`src/core/sfp_defs.vh`:
```
`ifndef SFP_DEFS_VH
`define SFP_DEFS_VH

// Serial frame positions (bit counter values)
`define SFP_CMD_LAST     4'h5
`define SFP_DATA_FIRST   4'h1
`define SFP_DATA_LAST    4'hE
`define SFP_FRAME_LAST   4'hF
`define SFP_CNT_ZERO     4'h0
`define SFP_CNT_ONE      4'h1

// Command codes, low four bits; bit 4 picks timing or row erase
`define SFP_CMD_SEL_BIT  4
`define SFP_CMD_LD_CFG   4'h0
`define SFP_CMD_ROW_ERA  4'h1
`define SFP_CMD_LD_PROG  4'h2
`define SFP_CMD_LD_DATA  4'h3
`define SFP_CMD_RD_PROG  4'h4
`define SFP_CMD_RD_DATA  4'h5
`define SFP_CMD_INC      4'h6
`define SFP_CMD_BEGIN    4'h8
`define SFP_CMD_BULK_PRG 4'h9
`define SFP_CMD_END      4'hA
`define SFP_CMD_BULK_DAT 4'hB

// Address map
`define SFP_CFG_BIT      13
`define SFP_CFG_BASE     14'h2000
`define SFP_ADDR_ZERO    14'h0000
`define SFP_ADDR_STEP    13'h0001
`define SFP_DEVID_OFS    13'h0006
`define SFP_CAL1_OFS     13'h0008
`define SFP_CAL2_OFS     13'h0009
`define SFP_ROW_ZERO     4'h0
`define SFP_WORD_ONES    14'h3fff
`define SFP_WORD_ZERO    14'h0000
`define SFP_BYTE_PAD     6'h00

// Operation codes on the memory stream
`define SFP_OP_PROG_INT  4'h0
`define SFP_OP_PROG_EXT  4'h1
`define SFP_OP_DATA_INT  4'h2
`define SFP_OP_DATA_EXT  4'h3
`define SFP_OP_END       4'h4
`define SFP_OP_BULK_PRG  4'h5
`define SFP_OP_BULK_DAT  4'h6
`define SFP_OP_ROW_ERA   4'h7

// Erase flags carried in the data field of a bulk program erase
`define SFP_ERA_DATA     0
`define SFP_ERA_ID       1
`define SFP_ERA_CAL1     2
`define SFP_ERA_CAL2     3

// Job lengths
`define SFP_JOB_NONE     3'h0
`define SFP_JOB_ONE      3'h1
`define SFP_JOB_FOUR     3'h4

// Link states
`define SFP_ST_CMD       2'h0
`define SFP_ST_LOAD      2'h1
`define SFP_ST_READ      2'h2

`endif

```
`src/core/sfp_prog_port.v`:
```
// What this block does
// - Four-word write only inside user program memory
// - Device ID/config/calibration writes keep latches intact
// - Bulk erase in user space: program plus configuration
// - Bulk erase also clears data when data-protected
// - Bulk erase at config base adds identifiers
// - After 8/9 increments also erase calibration words
// - Six-bit commands, LSB first, sampled falling edge
// - Load/read followed by 16-clock framed data
// - Read drives from second rise, releases after sixteenth
// - Load captures LSB at second falling edge
// - Load, read and increment command codes
// - Begin, end and erase command codes
// - Data load keeps only first eight bits
// - Protected reads return zeros
// - Configuration load jumps counter to config base
// - Counter increments only, cleared on mode exit
// - Begin needs a prior load; no pre-erase
// - Row erase of PC[12:4] unless protected/config
`timescale 1ns/1ps
`include "sfp_defs.vh"

module sfp_fifo #(
  parameter WIDTH = 32,
  parameter DEPTH = 8,
  parameter AW    = 3
) (
  // System
  input  wire             clk,
  input  wire             arst_n,
  // Fill side
  input  wire             in_valid,
  output wire             in_ready,
  input  wire [WIDTH-1:0] in_data,
  // Drain side
  output reg              out_valid,
  input  wire             out_ready,
  output reg  [WIDTH-1:0] out_data
);
  reg [WIDTH-1:0] mem [0:DEPTH-1];
  reg [AW-1:0]    wptr;
  reg [AW-1:0]    rptr;
  reg [AW:0]      count;
  wire            push;
  wire            pop;

  assign in_ready = (count != DEPTH[AW:0]);
  assign push     = in_valid & in_ready;
  // Output register refills whenever it is empty or being taken
  assign pop      = (count != {(AW+1){1'b0}}) & (~out_valid | out_ready);

  always @(posedge clk) begin
    if (push) begin
      mem[wptr] <= in_data;
    end
  end

  always @(posedge clk or negedge arst_n) begin
    if (!arst_n) begin
      wptr      <= {AW{1'b0}};
      rptr      <= {AW{1'b0}};
      count     <= {(AW+1){1'b0}};
      out_valid <= 1'b0;
      out_data  <= {WIDTH{1'b0}};
    end else begin
      if (push) begin
        wptr <= wptr + {{(AW-1){1'b0}}, 1'b1};
      end
      if (pop) begin
        rptr      <= rptr + {{(AW-1){1'b0}}, 1'b1};
        out_data  <= mem[rptr];
        out_valid <= 1'b1;
      end else if (out_ready) begin
        out_valid <= 1'b0;
      end
      if (push && !pop) begin
        count <= count + {{AW{1'b0}}, 1'b1};
      end else if (pop && !push) begin
        count <= count - {{AW{1'b0}}, 1'b1};
      end
    end
  end
endmodule

module sfp_prog_port (
  // System
  input  wire        clk,
  input  wire        arst_n,
  // Programming pins
  input  wire        master_clear_hv_pin,
  input  wire        serial_prog_clock,
  input  wire        serial_prog_data_in,
  output reg         serial_prog_data_out,
  output reg         serial_prog_data_oe_n,
  // Protection bits from the configuration word, 0 = protected
  input  wire        program_code_protect_n,
  input  wire        data_code_protect_n,
  // Array read port
  output reg         mem_rd_req,
  output reg         mem_rd_space_data,
  output reg  [13:0] mem_rd_addr,
  input  wire        mem_rd_ack,
  input  wire [13:0] mem_rd_data,
  // Array operation stream
  output wire        mem_op_valid,
  input  wire        mem_op_ready,
  output wire [3:0]  mem_op,
  output wire [13:0] mem_addr,
  output wire [13:0] mem_data,
  // Status
  output reg         pv_mode
);
  reg        mc_s1, mc_s2;
  reg        ck_s1, ck_s2, ck_s3;
  reg        dt_s1, dt_s2;
  reg [1:0]  state;
  reg [3:0]  cnt;
  reg [5:0]  cmd_sh;
  reg [13:0] ld_sh;
  reg [13:0] rd_sh;
  reg        rd_prot;
  reg        rd_last;
  reg [13:0] pc;
  reg [13:0] latch [0:3];
  reg [7:0]  data_byte;
  reg        ld_data;
  reg        last_data;
  reg        loaded;
  reg [2:0]  seq_left;
  reg [1:0]  seq_k;
  reg        seq_four;
  reg        seq_clr;
  reg [3:0]  seq_op;
  reg [13:0] seq_addr;
  reg [13:0] seq_data;
  reg [31:0] fifo_out;
  integer    i;

  wire        rise     = ck_s2 & ~ck_s3;
  wire        fall     = ~ck_s2 & ck_s3;
  wire [5:0]  next_cmd = {dt_s2, cmd_sh[5:1]};
  wire [3:0]  code     = next_cmd[3:0];
  wire        sel      = next_cmd[`SFP_CMD_SEL_BIT];
  wire        in_cfg   = pc[`SFP_CFG_BIT];
  wire        idle_seq = (seq_left == `SFP_JOB_NONE);
  wire        fifo_in_ready;
  wire        push     = ~idle_seq & fifo_in_ready;
  wire [13:0] push_addr = seq_four ? {seq_addr[13:2], seq_k} : seq_addr;
  wire [13:0] push_data = seq_four ? latch[seq_k] : seq_data;
  // Device ID, configuration and calibration words (config offsets 6 to 9) leave the latches loaded
  wire        latch_keep = in_cfg && (pc[12:0] >= `SFP_DEVID_OFS) && (pc[12:0] <= `SFP_CAL2_OFS);
  wire        at_cal1  = in_cfg && (pc[12:0] == `SFP_CAL1_OFS);
  wire        at_cal2  = in_cfg && (pc[12:0] == `SFP_CAL2_OFS);

  assign mem_op   = fifo_out[31:28];
  assign mem_addr = fifo_out[27:14];
  assign mem_data = fifo_out[13:0];

  sfp_fifo #(
    .WIDTH (32),
    .DEPTH (8),
    .AW    (3)
  ) u_fifo (
    .clk       (clk),
    .arst_n    (arst_n),
    .in_valid  (~idle_seq),
    .in_ready  (fifo_in_ready),
    .in_data   ({seq_op, push_addr, push_data}),
    .out_valid (mem_op_valid),
    .out_ready (mem_op_ready),
    .out_data  (fifo_out)
  );

  // Pins cross from the programmer's domain
  always @(posedge clk or negedge arst_n) begin
    if (!arst_n) begin
      mc_s1 <= 1'b0;
      mc_s2 <= 1'b0;
      ck_s1 <= 1'b0;
      ck_s2 <= 1'b0;
      ck_s3 <= 1'b0;
      dt_s1 <= 1'b0;
      dt_s2 <= 1'b0;
    end else begin
      mc_s1 <= master_clear_hv_pin;
      mc_s2 <= mc_s1;
      ck_s1 <= serial_prog_clock;
      ck_s2 <= ck_s1;
      ck_s3 <= ck_s2;
      dt_s1 <= serial_prog_data_in;
      dt_s2 <= dt_s1;
    end
  end

  always @(posedge clk or negedge arst_n) begin
    if (!arst_n) begin
      pv_mode               <= 1'b0;
      state                 <= `SFP_ST_CMD;
      cnt                   <= `SFP_CNT_ZERO;
      cmd_sh                <= 6'h00;
      ld_sh                 <= `SFP_WORD_ZERO;
      rd_sh                 <= `SFP_WORD_ZERO;
      rd_prot               <= 1'b0;
      rd_last               <= 1'b0;
      pc                    <= `SFP_ADDR_ZERO;
      data_byte             <= 8'h00;
      ld_data               <= 1'b0;
      last_data             <= 1'b0;
      loaded                <= 1'b0;
      seq_left              <= `SFP_JOB_NONE;
      seq_k                 <= 2'h0;
      seq_four              <= 1'b0;
      seq_clr               <= 1'b0;
      seq_op                <= `SFP_OP_END;
      seq_addr              <= `SFP_ADDR_ZERO;
      seq_data              <= `SFP_WORD_ZERO;
      mem_rd_req            <= 1'b0;
      mem_rd_space_data     <= 1'b0;
      mem_rd_addr           <= `SFP_ADDR_ZERO;
      serial_prog_data_out  <= 1'b0;
      serial_prog_data_oe_n <= 1'b1;
      for (i = 0; i < 4; i = i + 1) begin
        latch[i] <= `SFP_WORD_ONES;
      end
    end else begin
      pv_mode    <= mc_s2;
      mem_rd_req <= 1'b0;
      // Jobs already queued drain even across a mode exit
      if (push) begin
        seq_left <= seq_left - `SFP_JOB_ONE;
        seq_k    <= seq_k + 2'h1;
        if (seq_left == `SFP_JOB_ONE && seq_clr) begin
          for (i = 0; i < 4; i = i + 1) begin
            latch[i] <= `SFP_WORD_ONES;
          end
        end
      end
      if (!mc_s2) begin
        state                 <= `SFP_ST_CMD;
        cnt                   <= `SFP_CNT_ZERO;
        pc                    <= `SFP_ADDR_ZERO;
        loaded                <= 1'b0;
        rd_last               <= 1'b0;
        serial_prog_data_oe_n <= 1'b1;
        for (i = 0; i < 4; i = i + 1) begin
          latch[i] <= `SFP_WORD_ONES;
        end
      end else begin
        case (state)
          `SFP_ST_CMD: begin
            if (fall) begin
              cmd_sh <= next_cmd;
              cnt    <= cnt + `SFP_CNT_ONE;
              if (cnt == `SFP_CMD_LAST) begin
                cnt <= `SFP_CNT_ZERO;
                case (code)
                  `SFP_CMD_LD_CFG, `SFP_CMD_LD_PROG, `SFP_CMD_LD_DATA: begin
                    state   <= `SFP_ST_LOAD;
                    ld_data <= (code == `SFP_CMD_LD_DATA);
                    if (code == `SFP_CMD_LD_CFG) begin
                      pc <= `SFP_CFG_BASE;
                    end
                  end
                  `SFP_CMD_RD_PROG, `SFP_CMD_RD_DATA: begin
                    state             <= `SFP_ST_READ;
                    mem_rd_req        <= 1'b1;
                    mem_rd_addr       <= pc;
                    mem_rd_space_data <= code[0];
                    // Identifier words stay readable under protection
                    rd_prot <= code[0] ? ~data_code_protect_n : (~program_code_protect_n & ~in_cfg);
                  end
                  `SFP_CMD_INC: begin
                    pc <= {pc[`SFP_CFG_BIT], pc[12:0] + `SFP_ADDR_STEP};
                  end
                  `SFP_CMD_BEGIN: begin
                    if (loaded && idle_seq) begin
                      loaded   <= 1'b0;
                      seq_k    <= 2'h0;
                      seq_addr <= pc;
                      seq_four <= ~in_cfg & ~last_data;
                      seq_left <= (~in_cfg & ~last_data) ? `SFP_JOB_FOUR : `SFP_JOB_ONE;
                      seq_clr  <= ~last_data & ~latch_keep;
                      seq_data <= last_data ? {`SFP_BYTE_PAD, data_byte} : latch[pc[1:0]];
                      if (last_data) begin
                        seq_op <= sel ? `SFP_OP_DATA_EXT : `SFP_OP_DATA_INT;
                      end else begin
                        seq_op <= sel ? `SFP_OP_PROG_EXT : `SFP_OP_PROG_INT;
                      end
                    end
                  end
                  `SFP_CMD_END: begin
                    if (!sel && idle_seq) begin
                      seq_left <= `SFP_JOB_ONE;
                      seq_four <= 1'b0;
                      seq_clr  <= 1'b0;
                      seq_op   <= `SFP_OP_END;
                      seq_addr <= pc;
                      seq_data <= `SFP_WORD_ZERO;
                    end
                  end
                  `SFP_CMD_BULK_PRG: begin
                    if (idle_seq) begin
                      seq_left <= `SFP_JOB_ONE;
                      seq_four <= 1'b0;
                      seq_clr  <= 1'b0;
                      seq_op   <= `SFP_OP_BULK_PRG;
                      seq_addr <= pc;
                      seq_data <= `SFP_WORD_ZERO;
                      seq_data[`SFP_ERA_DATA] <= ~data_code_protect_n;
                      seq_data[`SFP_ERA_ID]   <= in_cfg;
                      seq_data[`SFP_ERA_CAL1] <= at_cal1 | at_cal2;
                      seq_data[`SFP_ERA_CAL2] <= at_cal2;
                    end
                  end
                  `SFP_CMD_BULK_DAT: begin
                    // Protected data memory is left alone
                    if (idle_seq && data_code_protect_n) begin
                      seq_left <= `SFP_JOB_ONE;
                      seq_four <= 1'b0;
                      seq_clr  <= 1'b0;
                      seq_op   <= `SFP_OP_BULK_DAT;
                      seq_addr <= pc;
                      seq_data <= `SFP_WORD_ZERO;
                    end
                  end
                  `SFP_CMD_ROW_ERA: begin
                    if (sel && idle_seq && program_code_protect_n && !in_cfg) begin
                      seq_left <= `SFP_JOB_ONE;
                      seq_four <= 1'b0;
                      seq_clr  <= 1'b0;
                      seq_op   <= `SFP_OP_ROW_ERA;
                      seq_addr <= {pc[13:4], `SFP_ROW_ZERO};
                      seq_data <= `SFP_WORD_ZERO;
                    end
                  end
                  default: begin
                    cnt <= `SFP_CNT_ZERO;
                  end
                endcase
              end
            end
          end
          `SFP_ST_LOAD: begin
            if (fall) begin
              cnt <= cnt + `SFP_CNT_ONE;
              if (cnt >= `SFP_DATA_FIRST && cnt <= `SFP_DATA_LAST) begin
                ld_sh <= {dt_s2, ld_sh[13:1]};
              end
              if (cnt == `SFP_FRAME_LAST) begin
                state     <= `SFP_ST_CMD;
                cnt       <= `SFP_CNT_ZERO;
                loaded    <= 1'b1;
                last_data <= ld_data;
                if (ld_data) begin
                  data_byte <= ld_sh[7:0];
                end else begin
                  latch[pc[1:0]] <= ld_sh;
                end
              end
            end
          end
          `SFP_ST_READ: begin
            if (mem_rd_ack) begin
              if (rd_prot) begin
                rd_sh <= `SFP_WORD_ZERO;
              end else if (mem_rd_space_data) begin
                rd_sh <= {`SFP_BYTE_PAD, mem_rd_data[7:0]};
              end else begin
                rd_sh <= mem_rd_data;
              end
            end
            if (rise) begin
              cnt <= cnt + `SFP_CNT_ONE;
              if (cnt >= `SFP_DATA_FIRST && cnt <= `SFP_DATA_LAST) begin
                serial_prog_data_oe_n <= 1'b0;
                serial_prog_data_out  <= rd_sh[0];
                rd_sh                 <= {1'b0, rd_sh[13:1]};
              end
              if (cnt == `SFP_FRAME_LAST) begin
                serial_prog_data_out <= 1'b0;
                rd_last              <= 1'b1;
              end
            end
            if (fall && rd_last) begin
              serial_prog_data_oe_n <= 1'b1;
              rd_last               <= 1'b0;
              state                 <= `SFP_ST_CMD;
              cnt                   <= `SFP_CNT_ZERO;
            end
          end
          default: begin
            state <= `SFP_ST_CMD;
          end
        endcase
      end
    end
  end
endmodule

```
`config.mk`:
```
export PLATFORM = sky130hd
export DESIGN_NAME = sfp_prog_port
export DESIGN_NICKNAME = d
export VERILOG_FILES = /design/src/core/sfp_prog_port.v
export VERILOG_INCLUDE_DIRS = /design/src /design/src/core
export SDC_FILE = /design/constraint.sdc
export NUM_CORES = 1
export LEC_CHECK = 0
export ABC_CLOCK_PERIOD_IN_PS = 9710
export BUFFER_PORTS_ARGS = -buffer_cell sky130_fd_sc_hd__buf_4
export CAP_MARGIN = 40
export CORE_ASPECT_RATIO = 1.75
export CORE_MARGIN = 2
export CORE_UTILIZATION = 55
export CTS_CLUSTER_DIAMETER = 120
export DETAILED_ROUTE_END_ITERATION = 10
export PLACE_DENSITY = 0.79
export SLEW_MARGIN = 5
export SYNTH_ARGS = -nofsm -noshare
export SYNTH_HDL_FRONTEND = slang
export SYNTH_HIERARCHICAL = 1
export SYNTH_SLANG_ARGS = --single-unit
```
`constraint.sdc`:
```
create_clock -name clk -period 9.71 [get_ports clk]
set_input_delay 0.4855 -clock clk [delete_from_list [all_inputs] [get_ports clk]]
set_output_delay 0.4855 -clock clk [all_outputs]
set_load 0.03 [all_outputs]
```
==> metrics.cfg <==
[outcome]
status=completed

[worst_setup_path]
cpMostUsedCell=ha_1
crit_fanout=35
worstSetupStartpointType=flip-flop
crit_slowest_cell=nor4_2
cpPeakStageDelay_ns=0.59
reg2reg_depth=10
worstPathCellList=nor4_2 > a21oi_4 > buf_16 > inv_4 > ha_1 > inv_1 > ha_1 > a21o_1 > a2111oi_0 > o31ai_1
crit_type=reg2reg
cp-endpoint=u_fifo/count[3]
critical_path_arrival_ns=4.02
r2r_slack_ns=6.12
r2r-end=u_fifo/count[3]
required_ns=10.14
end_kind=flip-flop
path_depth=10
cp_top_family=compound AO/OA/AOI/OAI gates
r2r_start=u_fifo/count[1]
critical_path.startpoint=u_fifo/count[1]
critical_path_buf_inv_count=3

[floorplanning]
num_io_pins=75
die_h_um=265
num_rows=95
initial_core_util=0.557
core_area_sq_mm=0.0384
die_w_um=153
die-area_sq_mm=0.0405

[finish]
area_growth_pct=11.3
nFillCells=2828
antenna_cells=0
reg.largest.list=u_fifo/mem: 256 flops, latch: 56 flops, u_fifo/out_data: 32 flops
seq_area_sq_mm=0.0135
layout.nets=1668
largest_register=u_fifo/mem
drive_gt1_frac=0.224
multi_input_area_sq_mm=0.00718
largest_reg_flops=256

[drt]
routed_wl_um=46700
num_vias=13100
detail_route.vias_per_cell=6.13
drc=0
wl_per_cell_um=21.8
ant_nets=0
drtIter0Drc=875
dr.pass1.iters=7

[timing]
tightest_slew_ns=0.963
fin_crit_ns=3.59
clock_skew_ns=0.0163
rsz0062_at_grt=false
setup_slack_ns=6.12
fin_tns_setup_ns=0
period_share=0.370
max_freq_ghz=0.279
hold_violations=0
slew_violations=0
setup-violations-final=0
maxSlewHeadroom=0.351

[placement]
place_ws_ns=6.14
hpwl_um=30200
globalplace.congestion=0.849
portBuffers=74

[global_routing]
grt_pass1_vias=13800
grt_max_degree=85
overflow=0
track_usage=0.228
grt_pass1_wl_um=73100
antenna_found_initial=0

[yosys]
avgSynthCellArea_sq_um=13.5
yosys.area_share.simple=0.0903
synth_compound_area_frac=0.0810
yosysWarnings=6
synthArstFlopShare=0.472
synth_xor_area_frac=0.00369
synth_top_flop_cell=edfxtp_1
synth_top_family_by_area=multiplexers
synthAdderAreaFrac=0.0121
syn_area_sq_mm=0.0214
ys_types=92
synth_seq_cells=485
synth.mux.area_fraction=0.144
synth_edf_count=256
syn_inst=1579
yosysSeqAreaShare=0.631

[power_and_ir_drop]
power_switching_share=0.336
leakage_nw=9.44
peakVddDrop_mv=0.165
p_int_w=0.00423
power.switching_w=0.00214
powerDensity_mw_per_mm2=268
pwr-share-comb=0.301
seqPwrFrac=0.437
clock_power_share=0.261

[clock_tree]
worstSkewPairLatency_ns=0.56
htreeDepth=2
cts.sinks=485
tritoncts=done
clk_path_buf_depth=3
clkSlewWorstSetupHoldPaths_ns=0.07
cts_root_buf=clkbuf_16
cts_buffers=41
cts_resized=0

[hold_path]
holdPathStages=1
holdCritStartpoint=serial_prog_clock
min_path_type=in2reg

[flow_run]
max_cap_viol_count=0

cell type report:
cell class | count | area share
inverters | 45 | 0.00720
flip-flops and latches | 485 | 0.567
repair buffers | 104 | 0.0413
clock buffers | 54 | 0.0482
multi-input cells | 948 | 0.302
clock inverters | 22 | 0.00920
well taps | 485 | 0.0255
per-layer routing:
metal	track usage	share of wire	vias up
met5	0	0	-
met1	0.246	0.36	6608
met2	0.432	0.55	429
li1	-	-	5947
met3	0.0286	0.042	142
met4	0.119	0.049	0
through the flow:
step	util	std cells	hold WS (ns)	cell area, sq um	power, W
after global placement	0.577	2053	0.334	22100	0.00457
after global routing	0.620	2143	0.0345	23800	0.00664
after detailed placement	0.584	2064	0.336	22400	0.00474
after floorplan	-	1586	0.190	21400	0.00414
final	0.620	2143	0.0461	23800	0.00637
after CTS	0.620	2141	0.0284	23800	0.00640
synth_stat cells, types with 4 or more instances:
| master | instances | area share |
|---|---|---|
| a211oi_1 | 4 | 0.0014 |
| a21o_1 | 8 | 0.0028 |
| a21oi_1 | 22 | 0.0051 |
| a22o_1 | 4 | 0.0016 |
| a22oi_1 | 67 | 0.024 |
| a31oi_1 | 6 | 0.0018 |
| and2_1 | 4 | 0.0012 |
| and3_1 | 12 | 0.0035 |
| buf_1 | 9 | 0.0016 |
| buf_12 | 4 | 0.0037 |
| buf_2 | 26 | 0.0061 |
| buf_4 | 6 | 0.0021 |
| buf_6 | 10 | 0.0053 |
| buf_8 | 4 | 0.0028 |
| clkbuf_1 | 47 | 0.0082 |
| dfrtp_1 | 171 | 0.20 |
| dfstp_2 | 58 | 0.071 |
| edfxtp_1 | 256 | 0.36 |
| ha_1 | 19 | 0.011 |
| inv_1 | 43 | 0.0075 |
| mux2_2 | 56 | 0.029 |
| mux2_4 | 18 | 0.013 |
| mux2i_1 | 157 | 0.073 |
| mux4_2 | 26 | 0.027 |
| nand2_1 | 116 | 0.020 |
| nand2b_1 | 6 | 0.0018 |
| nand3_1 | 49 | 0.011 |
| nor2_1 | 78 | 0.014 |
| nor2b_1 | 9 | 0.0026 |
| nor3_1 | 78 | 0.018 |
| nor4_1 | 5 | 0.0015 |
| o21ai_0 | 92 | 0.022 |
| o21ai_1 | 5 | 0.0012 |
| o221a_2 | 8 | 0.0042 |
| o22ai_1 | 4 | 0.0012 |
| o2bb2ai_1 | 5 | 0.0020 |
| or2_2 | 4 | 0.0012 |
| or3_1 | 4 | 0.0012 |
| xnor2_1 | 5 | 0.0020 |
| xor2_1 | 4 | 0.0016 |
worst reg2reg max path: stages (launching register included):
cell       delay (ns)
dfrtp_1          0.45
nor4_2           0.59
a21oi_4          0.20
buf_16           0.23
inv_4            0.32
ha_1             0.31
inv_1            0.15
ha_1             0.34
a21o_1           0.22
a2111oi_0        0.51
o31ai_1          0.15
cell families (layout without fill, tap and decap cells):
| kind of cell | after synthesis | count (layout) |
|---|---|---|
| DFF | 485 | 485 |
| AOI/OAI and AO/OA | 257 | 257 |
| muxes | 258 | 258 |
| and+or+nand+nor | 396 | 396 |
| buffers and inverters | 153 | 225 |
| other | 1 | 8 |
| adders and majority gates | 20 | 20 |
| xor gates and xnor gates | 9 | 9 |
power groups by stage:
stage,registers (W),logic (W),clock network (W)
global route,0.00282,0.00206,0.00175
detailed placement,0.00282,0.00191,0
finish,0.00279,0.00192,0.00166
CTS,0.00279,0.00193,0.00169
global placement,0.00282,0.00175,0
floorplan,0.00287,0.00127,0
placed cells by master, fill, tap and decap left out, types with 5 or more instances in the layout:
master | netlist | layout
dfrtp_1 | 171 | 170
o2bb2ai_1 | 5 | 5
mux2i_1 | 157 | 157
a21o_1 | 8 | 8
edfxtp_1 | 256 | 256
nor2_1 | 78 | 73
mux2_2 | 56 | 56
a31oi_1 | 6 | 6
nand3_1 | 49 | 49
mux4_2 | 26 | 26
clkinv_2 | 0 | 8
inv_1 | 43 | 43
nor2_4 | 0 | 5
buf_4 | 6 | 89
buf_16 | 0 | 8
o221a_2 | 8 | 8
conb_1 | 1 | 8
a22oi_1 | 67 | 67
o21ai_1 | 5 | 5
dfstp_2 | 58 | 58
a21oi_1 | 22 | 22
nand2b_1 | 6 | 6
mux2_4 | 18 | 18
nor3_2 | 1 | 5
clkinv_1 | 0 | 5
o21ai_0 | 92 | 92
clkbuf_16 | 0 | 43
ha_1 | 19 | 19
xnor2_1 | 5 | 5
nor2b_1 | 9 | 7
and3_1 | 12 | 12
nand2_1 | 116 | 116
clkbuf_1 | 47 | 8
nor3_1 | 78 | 74
repair_timing:
action                    in CTS  in global routing
hold buffers                   1                  0
buffers inserted               0                  0
hold endpoints to repair      81                  0
how the worst min path moves through the flow:
stage,slack (ns),end
after floorplan,0.19,ck_s1
after global placement,0.33,dt_s2
after detailed placement,0.34,ck_s2
after CTS,0.03,mc_s1
after global routing,0.03,dt_s1
final,0.05,ck_s1
(Power assumes the default switching activity.)
